==> config.mk <==
export PLATFORM = sky130hd
export DESIGN_NAME = sb_settings_bank
export DESIGN_NICKNAME = d
export VERILOG_FILES = /design/src/verilog/sb_pkg.sv /design/src/verilog/sb_cfg_reg.sv /design/src/verilog/sb_settings_bank.sv
export SDC_FILE = /design/constraint.sdc
export NUM_CORES = 2
export LEC_CHECK = 0
export BUFFER_PORTS_ARGS = -buffer_cell sky130_fd_sc_hd__buf_2
export CAP_MARGIN = 10
export CORE_ASPECT_RATIO = 2
export CORE_MARGIN = 4
export CORE_UTILIZATION = 60
export CTS_BUF_LIST = sky130_fd_sc_hd__clkbuf_4
export CTS_CLUSTER_SIZE = 12
export DETAILED_ROUTE_END_ITERATION = 12
export PLACE_DENSITY = 0.78
export RECOVER_POWER = 25
export SLEW_MARGIN = 20
export SYNTH_ARGS = -nofsm -noshare
export SYNTH_HDL_FRONTEND = slang
export SYNTH_SLANG_ARGS = --single-unit
==> constraint.sdc <==
create_clock -name SYS_CLK -period 81.2 [get_ports SYS_CLK]
set_clock_uncertainty 0.2 [all_clocks]
set_input_delay 4.06 -clock SYS_CLK [delete_from_list [all_inputs] [get_ports SYS_CLK]]
set_output_delay 4.06 -clock SYS_CLK [all_outputs]
set_load 0.03 [all_outputs]
==> src/verilog/sb_pkg.sv <==
// Shared constants and types for the settings register bank.
package sb_pkg;

	// Clock and time base.
	localparam int SB_CLK_PERIOD_NS = 4;
	localparam int SB_CLK_HZ = 250000000;
	localparam int SB_MS_NS = 1000000;
	localparam int SB_MS_CYCLES = SB_MS_NS / SB_CLK_PERIOD_NS;
	localparam int SB_MINUTE_MS = 60000;

	// Register count and index of each holding register.
	localparam int SB_NREG = 11;
	localparam int SB_IDX_VALVE_DELAY = 0;
	localparam int SB_IDX_BATT_RECOVER = 1;
	localparam int SB_IDX_BATT_LOW = 2;
	localparam int SB_IDX_NODE_ADDR = 3;
	localparam int SB_IDX_BIT_RATE = 4;
	localparam int SB_IDX_WORD_ORDER = 5;
	localparam int SB_IDX_DAY_HOUR = 6;
	localparam int SB_IDX_DL_SELECT = 7;
	localparam int SB_IDX_LOG_MIN = 8;
	localparam int SB_IDX_SPAN = 9;
	localparam int SB_IDX_ZERO = 10;

	// Register numbers, in index order.
	localparam logic [15:0] SB_REG_OFS [SB_NREG] = '{
		16'h00a4, 16'h00aa, 16'h00ab, 16'h00af, 16'h00b0, 16'h00b1,
		16'h00b4, 16'h00b5, 16'h00b6, 16'h00b9, 16'h00ba};
	// First and last register number of the bank; gaps between read as zero.
	localparam logic [15:0] SB_OFS_FIRST = 16'h00a4;
	localparam logic [15:0] SB_OFS_LAST = 16'h00ba;

	// Values after reset.
	localparam logic [15:0] SB_BIT_RATE_RST = 16'h0002;
	localparam logic [15:0] SB_REG_RST [SB_NREG] = '{
		16'h0064, 16'h30d4, 16'h2cec, 16'h0001, SB_BIT_RATE_RST, 16'h0000,
		16'h0000, 16'h0000, 16'h003c, 16'h0320, 16'h0000};
	// Accepted range of each register.
	localparam logic [15:0] SB_REG_MIN [SB_NREG] = '{
		16'h0000, 16'h2710, 16'h2710, 16'h0001, 16'h0000, 16'h0000,
		16'h0000, 16'h0000, 16'h0005, 16'h8000, 16'h8000};
	localparam logic [15:0] SB_REG_MAX [SB_NREG] = '{
		16'h03e8, 16'h7530, 16'h61a8, 16'h00f7, 16'h0007, 16'h0001,
		16'h0017, 16'h0001, 16'h003c, 16'h7fff, 16'h7fff};
	localparam logic SB_REG_SIGNED [SB_NREG] = '{
		1'b0, 1'b0, 1'b0, 1'b0, 1'b0, 1'b0, 1'b0, 1'b0, 1'b0, 1'b1, 1'b1};

	// Bit rates selected by the 3-bit code.
	localparam int SB_BAUD [8] = '{2400, 4800, 9600, 19200, 38400, 57600, 115200, 230400};

	// Default right shift applied to the span product.
	localparam int SB_SPAN_SHIFT = 10;

	// Valve drive sequence.
	typedef enum logic [1:0] {
		SB_VALVE_IDLE = 2'b00,
		SB_VALVE_FULL_ON = 2'b01,
		SB_VALVE_PWM = 2'b10
	} sb_valve_t;

	// Clock cycles per bit for a bit-rate code.
	function automatic logic [19:0] sb_bit_cycles(input logic [2:0] code);
		int div;
		div = SB_CLK_HZ / SB_BAUD[code];
		return div[19:0];
	endfunction

endpackage

==> src/verilog/sb_cfg_reg.sv <==
// One range-checked 16-bit holding register.
`timescale 1ns/1ps
module sb_cfg_reg #(
	parameter logic [15:0] RESET_VAL = 16'h0000,
	parameter logic [15:0] MIN_VAL = 16'h0000,
	parameter logic [15:0] MAX_VAL = 16'hffff,
	parameter logic SIGNED_RANGE = 1'b0
) (
	input wire logic clk,
	input wire logic rst,
	input wire logic wr_en,
	input wire logic [15:0] wdata,
	output logic [15:0] value,
	output logic in_range
);
	import sb_pkg::*;

	typedef struct packed {
		logic [15:0] value;
	} sb_cfg_state_t;

	sb_cfg_state_t s;
	sb_cfg_state_t next_s;

	// Signed fields compare as two's complement, the rest as plain counts.
	always_comb begin
		if (SIGNED_RANGE) begin
			in_range = ($signed(wdata) >= $signed(MIN_VAL)) && ($signed(wdata) <= $signed(MAX_VAL));
		end else begin
			in_range = (wdata >= MIN_VAL) && (wdata <= MAX_VAL);
		end
		next_s = s;
		if (wr_en && in_range) begin
			next_s.value = wdata;
		end
	end

	// Register the state; reset loads the documented default.
	always_ff @(posedge clk) begin
		if (rst) begin
			s.value <= RESET_VAL;
		end else begin
			s <= next_s;
		end
	end

	assign value = s.value;

endmodule

==> src/verilog/sb_settings_bank.sv <==
// Settings register bank with the behaviour its settings steer.
// Notes on behaviour
// - Valve held fully on for programmed milliseconds before PWM; 0 to 1000, default 100.
// - Low-battery state left only when voltage is at or above recovery level.
// - Low-battery state entered when voltage is at or below low level.
// - Bus node address 1 to 247, default 1, answers the field bus.
// - Three-bit code selects bit rate 2400 up to 230400 bits per second.
// - Word order 1 sends most significant word first; 0, default, least first.
// - Download select 0 delivers new log records only; 1 delivers all.
// - A log record is created every programmed minutes; 5 to 60, default 60.
// - Signed span calibration, default 800, scales the transducer measurement.
// - Signed zero offset, default 0, is added to the transducer measurement.
`timescale 1ns/1ps
module sb_settings_bank #(
	parameter int CYCLES_PER_MS = sb_pkg::SB_MS_CYCLES,
	parameter int MINUTE_MS = sb_pkg::SB_MINUTE_MS,
	parameter int SPAN_SHIFT = sb_pkg::SB_SPAN_SHIFT
) (
	input wire logic SYS_CLK,
	input wire logic SYS_RST,
	input wire logic REG_WR,
	input wire logic REG_RD,
	input wire logic [15:0] REG_ADDR,
	input wire logic [15:0] REG_WDATA,
	output logic [15:0] REG_RDATA,
	output logic REG_ACK,
	output logic REG_ERR,
	input wire logic [15:0] BATT_MV,
	output logic LOW_BATTERY,
	input wire logic VALVE_REQ,
	output logic VALVE_FULL_ON,
	output logic VALVE_PWM_EN,
	output logic [7:0] NODE_ADDRESS,
	output logic [19:0] BIT_CYCLES,
	input wire logic [15:0] SENSOR_RAW,
	output logic [31:0] SENSOR_CAL,
	output logic [15:0] TX_WORD_FIRST,
	output logic [15:0] TX_WORD_SECOND,
	output logic LOG_SEND_ALL,
	output logic [4:0] LOG_DAY_HOUR,
	output logic LOG_TICK
);
	import sb_pkg::*;

	typedef struct packed {
		logic [15:0] rdata;
		logic ack;
		logic err;
		logic low_batt;
		sb_valve_t valve;
		logic [31:0] valve_cyc;
		logic [15:0] valve_ms;
		logic [31:0] log_cyc;
		logic [31:0] log_ms;
		logic [15:0] log_min;
		logic log_tick;
		logic [19:0] bit_cycles;
		logic [31:0] sensor;
		logic [15:0] tx_first;
		logic [15:0] tx_second;
	} sb_main_state_t;

	// Reset state; the bit period restarts at the default code, so the line
	// timing never sees a zero period while the bank comes out of reset.
	localparam logic [19:0] RST_BIT_CYCLES = sb_bit_cycles(SB_BIT_RATE_RST[2:0]);
	localparam sb_main_state_t RST_STATE = '{
		valve: SB_VALVE_IDLE,
		bit_cycles: RST_BIT_CYCLES,
		default: '0
	};

	sb_main_state_t s;
	sb_main_state_t next_s;

	logic [15:0] reg_val [SB_NREG];
	logic [SB_NREG-1:0] reg_ok;
	logic [SB_NREG-1:0] reg_wr;
	logic [SB_NREG-1:0] reg_hit;
	logic [31:0] span_prod;
	logic [31:0] scaled;

	// One range-checked register per setting.
	for (genvar i = 0; i < SB_NREG; i++) begin : g_reg
		assign reg_hit[i] = (REG_ADDR == SB_REG_OFS[i]);
		assign reg_wr[i] = REG_WR && reg_hit[i];
		sb_cfg_reg #(
			.RESET_VAL(SB_REG_RST[i]),
			.MIN_VAL(SB_REG_MIN[i]),
			.MAX_VAL(SB_REG_MAX[i]),
			.SIGNED_RANGE(SB_REG_SIGNED[i])
		) u_reg (
			.clk(SYS_CLK),
			.rst(SYS_RST),
			.wr_en(reg_wr[i]),
			.wdata(REG_WDATA),
			.value(reg_val[i]),
			.in_range(reg_ok[i])
		);
	end

	// Span multiplies, then the zero offset nulls the result.
	assign span_prod = 32'($signed(SENSOR_RAW) * $signed(reg_val[SB_IDX_SPAN]));
	assign scaled = 32'($signed(span_prod) >>> SPAN_SHIFT);

	// Next-state logic for the register port, battery, valve, log timer and sensor.
	always_comb begin
		next_s = s;
		next_s.ack = 1'b0;
		next_s.err = 1'b0;
		next_s.log_tick = 1'b0;

		// Register access: a read of a gap inside the bank gives zero; an address outside the bank, a write to a gap or an out-of-range value is an error.
		if (REG_RD || REG_WR) begin
			next_s.ack = 1'b1;
			next_s.rdata = 16'h0000;
			if (REG_ADDR < SB_OFS_FIRST || REG_ADDR > SB_OFS_LAST) begin
				next_s.err = 1'b1;
			end else if (REG_WR) begin
				next_s.err = ~|(reg_hit & reg_ok);
			end else begin
				for (int i = 0; i < SB_NREG; i++) begin
					if (reg_hit[i]) begin
						next_s.rdata = reg_val[i];
					end
				end
			end
		end

		// Hysteresis: the recover level ends the state, the low level starts it.
		if (!s.low_batt && BATT_MV <= reg_val[SB_IDX_BATT_LOW]) begin
			next_s.low_batt = 1'b1;
		end else if (s.low_batt && BATT_MV >= reg_val[SB_IDX_BATT_RECOVER]) begin
			next_s.low_batt = 1'b0;
		end

		// Valve sequence; its own millisecond counter starts at the request edge.
		case (s.valve)
			SB_VALVE_IDLE: begin
				next_s.valve_cyc = 32'h0000_0000;
				next_s.valve_ms = 16'h0000;
				if (VALVE_REQ) begin
					if (reg_val[SB_IDX_VALVE_DELAY] == 16'h0000) begin
						next_s.valve = SB_VALVE_PWM;
					end else begin
						next_s.valve = SB_VALVE_FULL_ON;
					end
				end
			end
			SB_VALVE_FULL_ON: begin
				if (!VALVE_REQ) begin
					next_s.valve = SB_VALVE_IDLE;
				end else if (s.valve_cyc == 32'(CYCLES_PER_MS - 1)) begin
					next_s.valve_cyc = 32'h0000_0000;
					next_s.valve_ms = s.valve_ms + 16'h0001;
					if (s.valve_ms + 16'h0001 >= reg_val[SB_IDX_VALVE_DELAY]) begin
						next_s.valve = SB_VALVE_PWM;
					end
				end else begin
					next_s.valve_cyc = s.valve_cyc + 32'h0000_0001;
				end
			end
			SB_VALVE_PWM: begin
				if (!VALVE_REQ) begin
					next_s.valve = SB_VALVE_IDLE;
				end
			end
			default: begin
				next_s.valve = SB_VALVE_IDLE;
			end
		endcase

		// Log interval: a shortened interval takes effect at the next minute.
		if (s.log_cyc == 32'(CYCLES_PER_MS - 1)) begin
			next_s.log_cyc = 32'h0000_0000;
			if (s.log_ms == 32'(MINUTE_MS - 1)) begin
				next_s.log_ms = 32'h0000_0000;
				if (s.log_min + 16'h0001 >= reg_val[SB_IDX_LOG_MIN]) begin
					next_s.log_min = 16'h0000;
					next_s.log_tick = 1'b1;
				end else begin
					next_s.log_min = s.log_min + 16'h0001;
				end
			end else begin
				next_s.log_ms = s.log_ms + 32'h0000_0001;
			end
		end else begin
			next_s.log_cyc = s.log_cyc + 32'h0000_0001;
		end

		next_s.bit_cycles = sb_bit_cycles(reg_val[SB_IDX_BIT_RATE][2:0]);
		next_s.sensor = scaled + 32'($signed(reg_val[SB_IDX_ZERO]));

		// Send order is registered with the value itself, so both words always
		// belong to one measurement, even while the order setting changes.
		if (reg_val[SB_IDX_WORD_ORDER][0]) begin
			next_s.tx_first = next_s.sensor[31:16];
			next_s.tx_second = next_s.sensor[15:0];
		end else begin
			next_s.tx_first = next_s.sensor[15:0];
			next_s.tx_second = next_s.sensor[31:16];
		end
	end

	// Register the state; everything clears on reset except the bit period.
	always_ff @(posedge SYS_CLK) begin
		if (SYS_RST) begin
			s <= RST_STATE;
		end else begin
			s <= next_s;
		end
	end

	// Outputs; node address, download select and day-hour come straight from their registers, the bit period through the state.
	assign REG_RDATA = s.rdata;
	assign REG_ACK = s.ack;
	assign REG_ERR = s.err;
	assign LOW_BATTERY = s.low_batt;
	assign VALVE_FULL_ON = (s.valve == SB_VALVE_FULL_ON);
	assign VALVE_PWM_EN = (s.valve == SB_VALVE_PWM);
	assign NODE_ADDRESS = reg_val[SB_IDX_NODE_ADDR][7:0];
	assign BIT_CYCLES = s.bit_cycles;
	assign SENSOR_CAL = s.sensor;
	assign TX_WORD_FIRST = s.tx_first;
	assign TX_WORD_SECOND = s.tx_second;
	assign LOG_SEND_ALL = reg_val[SB_IDX_DL_SELECT][0];
	assign LOG_DAY_HOUR = reg_val[SB_IDX_DAY_HOUR][4:0];
	assign LOG_TICK = s.log_tick;

endmodule

======== Word-level counts from Yosys, hierarchy flattened ========
Memories as Yosys holds them, arrays and structs flattened.
Cells that the tools add are included.
storage, ports and cells
  bits of input ports ..................... 69
  bits in read-only memories .............. 256
  output and inout bits ................... 120
  word-level logic and storage cells ...... 167
  register bits ........................... 410
  memories ................................ 1
memory list
  memory           depth  width  read ports  clocked after memory_dff  wr ports  line          source
  (no name shown)  8      32     1           0                         0         sb_pkg.sv:64  div = SB_CLK_HZ / SB_BAUD[code];
operators by class
  multiply operators ...................... 1
  div/mod/pow operators ................... 1
  order comparisons ....................... 21
  muxes and demuxes ....................... 35
  bitwise gates (word level) .............. 5
  reductions and logical operators ........ 49
  equal/unequal tests ..................... 22
  $add $sub $neg .......................... 6
operators with widths
  cell                      number
  $mux W16                  15
  $eq A16 B8 Y1 const B     11
  $mux W32                  5
  $add A32 B1 Y32 const B   3
  $pmux W48 S2              1
  $eq A32 B18 Y1 const B    2
  $ge A16 B16 Y1            3
  $mux W48                  1
  $logic_and A1 B1 Y1       33
  $add A16 B1 Y16 const B   2
  $div A29 B32 Y32 const A  1
  $eq A32 B16 Y1 const B    1
  $ge A16 B1 Y1 const B     2
  $le A16 B15 Y1 const B    2
  $mul A16 B16 Y32          1
  $add A22 B16 Y23          1
  $ge A16 B14 Y1 const B    1
  $ge A16 B16 Y1 const B    1
  $ge A16 B3 Y1 const B     1
  $gt A16 B8 Y1 const B     1
  $le A16 B1 Y1 const B     1
  $le A16 B10 Y1 const B    1
  $le A16 B16 Y1            1
  $le A16 B16 Y1 const B    1
  other kinds (28)          48

======== Longest topological paths before layout ========
  depth in word-level cells ............... 14
  mapped depth ............................ 262
  depth with buffers taken out ............ 237

======== Cells and area by module ========
From an unflattened synthesis, not the netlist that was laid out.
second synthesis, totals
  cells, all modules ...................... 5643
  area total of the unflattened synthesis .. 45488.6 um^2
by module, submodules not included
  module                           cells an instance  times used  area each (um^2)  seq. area each (um^2)
  sb_settings_bank                 4996               1           38443.1           4504.3
  sb_cfg_reg (g_reg[5].u_reg ...)  42                 2           543.0             320.3
  sb_cfg_reg (g_reg[2].u_reg)      83                 1           825.8             320.3
  sb_cfg_reg (g_reg[1].u_reg)      84                 1           795.8             320.3
  sb_cfg_reg (g_reg[3].u_reg)      62                 1           699.4             320.3
  sb_cfg_reg (g_reg[0].u_reg)      67                 1           641.9             320.3
  sb_cfg_reg (g_reg[6].u_reg)      53                 1           629.4             320.3
  sb_cfg_reg (g_reg[8].u_reg)      58                 1           611.8             320.3
  sb_cfg_reg (g_reg[9].u_reg)      54                 1           595.6             320.3
  sb_cfg_reg (g_reg[10].u_reg)     54                 1           591.8             320.3
  sb_cfg_reg (g_reg[4].u_reg)      48                 1           568.0             320.3

======== Worst setup path after synthesis ========
Ideal clock, no wire load.
  kind .................................... register to register
  start ................................... register g_reg[4].u_reg.value[2] (netlist name)
  end ..................................... register s, in the netlist BIT_CYCLES[0]
  path buffers ............................ 25
  stages on the path, launching flop included .. 239
  data required time ...................... 80.866 ns
  clock period less this slack ............ 47.804 ns
  setup time .............................. 0.134 ns
  arrival ................................. 47.469 ns
  slack ................................... 33.396 ns
  cells stage by stage .................... dfxtp_1 -> buf_2 -> inv_1 -> clkbuf_1 -> ha_1 -> buf_2 -> inv_1 -> clkbuf_1 -> buf_1 -> ha_1 -> and4_1 -> ha_1 -> ha_1 -> a21oi_1 -> nor3_1 -> ha_1 -> ha_1 -> a221o_1 -> [... 203 more ...] -> o21ai_2 -> nand4bb_1 -> buf_2 -> o31ai_1 -> ha_1 -> o21ai_0 -> nand2b_1 -> a21oi_1 -> o21ai_0 -> a21oi_1 -> a21oi_1 -> nor3_1 -> xnor2_1 -> ha_1 -> and4_1 -> a211oi_1 -> o211ai_1 -> or4_1
between the ends
  longest elaborated chain between the ends .. 5
RTL lines
  item                                          line                     source
  $not A3 Y4 (implied by the code)              sb_pkg.sv:64
  $mem_v2 Z8 W32                                -
  $mux W32 (implied by the code) (2 in series)  sb_pkg.sv:64
  $div A29 B32 Y32                              sb_pkg.sv:64
  to (signal assigned)                          sb_settings_bank.sv:209  s <= next_s;
  to (decl)                                     sb_settings_bank.sv:72   sb_main_state_t s;
No other way between the ends. The select of a mux whose other input is x is not followed.
A chain may end at the register's enable or synchronous reset.

======== Worst setup path in the final report ========
  start ................................... register g_reg[4].u_reg.value[1] (netlist name)
  end ..................................... register s, in the netlist BIT_CYCLES[0]
between the ends
  longest elaborated chain between the ends .. 5
RTL lines
  item                                          line
  $not A3 Y4 (implied by the code)              sb_pkg.sv:64
  $mem_v2 Z8 W32                                -
  $mux W32 (implied by the code) (2 in series)  sb_pkg.sv:64
  $div A29 B32 Y32                              sb_pkg.sv:64
No other way between the ends. The select of a mux whose other input is x is not followed.

==> results.md <==
• **maximum number of pins on one net before global-route repair** 78
• **total standard cell area after synthesis** 0.0444 mm²
• **horizontal die dimension** 200 µm
• **initial DRC count** 3344
• **CTS tree** built
• **total power density per cell area** 22.2 mW/mm²
• **result of the run** finished, violations left
• **failing checks** capacitance limit, slew limit
• **fillcell total** 6529
• **unrepaired setup endpoints after global routing** no
• **cell count of the worst reg-to-reg path** 217
• **Tot GR Track Use** 0.409
• **post-detailed-route DRC marker count** 0
• **largest fanout on the critical path** 28
• **worst-path cell with the longest stage delay** sky130_fd_sc_hd__nor2_1
• **initial antenna violation count** 25
• **Core Util, Final** 0.637
• **Async SR Flop Fraction** 0
• **ys flop type** sky130_fd_sc_hd__dfxtp_1
• **hold-critical path depth** 1
• **Crit path top cell by count** sky130_fd_sc_hd__ha_1
• **post-cts sizing count** 0
• **die height** 393 µm
• **DIE AREA** 0.0787 mm²
• **final number of hold-violating endpoints** 0
• **hold buffers post-CTS** 0
• **first-pass iteration count of the detailed router** 7
• **endpoint kind of the worst setup timing path** flip-flop
• **family of cells with the greatest summed delay on the critical path** compound AO/OA/AOI/OAI gates
• **Area Growth Syn to Fin** 4.85%
• **worst vdd rail ir drop** 0.0354 mV
• **clock tree buffer depth** 3
• **Setup violations, final** 0
• **number of different library cells in the post-synthesis netlist** 115
• **leakage power** 21.0 nW
• **average vias per placed instance** 6.62
• **Synth Area per Inst** 7.89 µm²
• **biggest area contributors in the synthesized netlist** sky130_fd_sc_hd__dfxtp_1, sky130_fd_sc_hd__fa_1, sky130_fd_sc_hd__ha_1
• **Setup Crit Path Kind** reg -> reg
• **WL per Instance** 24.9 µm
• **CP arrival** 56.90 ns
• **number of port buffers** 188
• **total clock buffers created by CTS** 92
• **number of levels in the clock H-tree** 3
• **number of enable-type register cells in the synthesized netlist** 0
• **effective utilization at floorplan** 0.608
• **fraction of the cycle the final worst path needs** 0.693
• **path category of the worst min-delay check** reg -> reg
• **Top-Level Pins** 189
• **Yosys warnings** 0
• **overall routed net length** 165000 µm
• **final number of max-transition violations** 271
• **count of mapped cells out of synthesis** 5626
• **Rows** 140
• **DPL Wire Length** 127000 µm
• **sequential area share after synthesis** 0.181
• **most frequent cell after synthesis** sky130_fd_sc_hd__nand2_1
• **vias in the first global route** 44618
• **post-CTS setup buffer count** 0
• **number of storage elements in the synthesis netlist** 401
• **total buffers and inverters traversed by the critical path** 11
• **slew at the pin closest to its max-slew limit** 3.93 ns
• **Clk Tree Root Cell** sky130_fd_sc_hd__clkbuf_4
• **overall overflow remaining after global route** 0
• **Max-Slew Margin vs Limit** -1.62
• **Clock transition at path regs** 0.11 ns
• **DR vias** 43951
• **Worst Setup Start Kind** flip-flop
• **shortest period the worst path allows** 56.28 ns
• **accumulated negative setup slack** 0 ns
• **stage delay of the slowest cell on the critical path** 0.89 ns
• **Commonest cells post-synth** sky130_fd_sc_hd__nand2_1, sky130_fd_sc_hd__nor2_1, sky130_fd_sc_hd__inv_1, sky130_fd_sc_hd__a21oi_1, sky130_fd_sc_hd__dfxtp_1
• **wire length of the first global-routing pass** 251000 µm
• **worst-skew pair later-pin latency** 0.97 ns
• **number of nets in the final layout** 6351
• **required time worst endpoint** 81.82 ns
• **placeable core region** 0.0730 mm²
• **total stage count of the critical path** 217
• **biggest area consumer among synthesized cells** sky130_fd_sc_hd__dfxtp_1
• **max-capacitance violation count** 5
• **Placer Congestion** 1.04
• **clock sink total** 401
• **ratio of cells with drive above 1 in the final layout** 0.0917
• **maximum clock rate** 17.8 MHz
• **share of Yosys cell area claimed by the top area cell type** 0.181
• **number of nets with antenna violations after routing** 0
## final cells by class
cell class	instances	area, µm²	area share
well taps	923	1150	0.0248
flip-flops and latches	401	8030	0.172
repair buffers	279	1580	0.0339
clock inverters	25	186	0.00401
multi-input cells	4445	33000	0.709
diodes	18	45.0	0.000968
clock buffers	131	983	0.0211
inverters	420	1580	0.0339
## sequential cells by signal, summed over array words and instances, names as in the netlist
name / count
LOW_BATTERY: 1
REG_ACK: 1
REG_RDATA: 16
SENSOR_CAL: 23
s: 130
REG_ERR: 1
g.u_reg.value: 176
BIT_CYCLES: 20
LOG_TICK: 1
TX_WORD_FIRST: 16
TX_WORD_SECOND: 16
## path summary, 6_finish.rpt
kind | slack, ns | end | from
hold / removal | 0.26 | g_reg[5].u_reg.value[1]$_SDFFE_PP0P_ | g_reg[5].u_reg.value[1]$_SDFFE_PP0P_
hold reg to reg | 0.26 | g_reg[5].u_reg.value[1]$_SDFFE_PP0P_ | g_reg[5].u_reg.value[1]$_SDFFE_PP0P_
setup reg to reg | 24.92 | BIT_CYCLES[0]$_SDFF_PP1_ | g_reg[4].u_reg.value[1]$_SDFFE_PP1P_
setup / recovery | 24.92 | BIT_CYCLES[0]$_SDFF_PP1_ | g_reg[4].u_reg.value[1]$_SDFFE_PP1P_
## kinds of logic (layout without fill, tap and decap cells)
kind of cell / Yosys count / after routing / share of synthesized area
buffers and inverters: 781 / 855 / 0.0776
multiplexers: 132 / 132 / 0.0310
AO/OA/AOI/OAI: 1362 / 1362 / 0.205
XOR/XNOR: 267 / 267 / 0.0529
flip-flops: 401 / 401 / 0.181
adder cells (fa/ha/maj): 643 / 643 / 0.226
AND/OR/NAND/NOR: 2039 / 2039 / 0.227
other: 1 / 20 / 0.0000845
## power breakdown
group          internal (mW)  switching (mW)
clock network         0.0812          0.0899
registers              0.210         0.00472
logic                  0.224           0.424
total                  0.516           0.519
## metal layers
layer / global-route usage / up-vias / wire [µm]
met4: 0.447 / 12 / 22300
met1: 0.368 / 20842 / 50200
met3: 0.0978 / 1074 / 12700
met2: 0.712 / 2281 / 80100
met5: 0 / - / 80
li1: - / 19742 / -
## stage by stage
stage          cells  setup WS [ns]  power [mW]  hold slack [ns]  instance area, µm²
2_1_floorplan   5627          33.40       0.697            0.224               44400
3_3_place_gp    6468          27.52       0.843            0.236               45400
3_5_place_dp    6468          26.18       0.848            0.242               45400
4_1_cts         6624          26.02        1.02            0.253               46500
5_1_grt         6627          20.55        1.10            0.273               46500
6_report        6642          24.92        1.03            0.260               46500
## cell usage in the layout, fill, tap and decap left out, drive strengths merged, types with 85 or more instances in the layout
cell,count
a21o,106
a21oi,402
and2,213
buf,253
clkbuf,157
dfxtp,401
fa,263
ha,380
inv,418
mux2i,98
nand2,561
nand2b,85
nand3,138
nor2,510
nor3,119
o21ai,245
xnor2,171
xor2,96
Note: power is estimated with default switching activity, not from simulation.
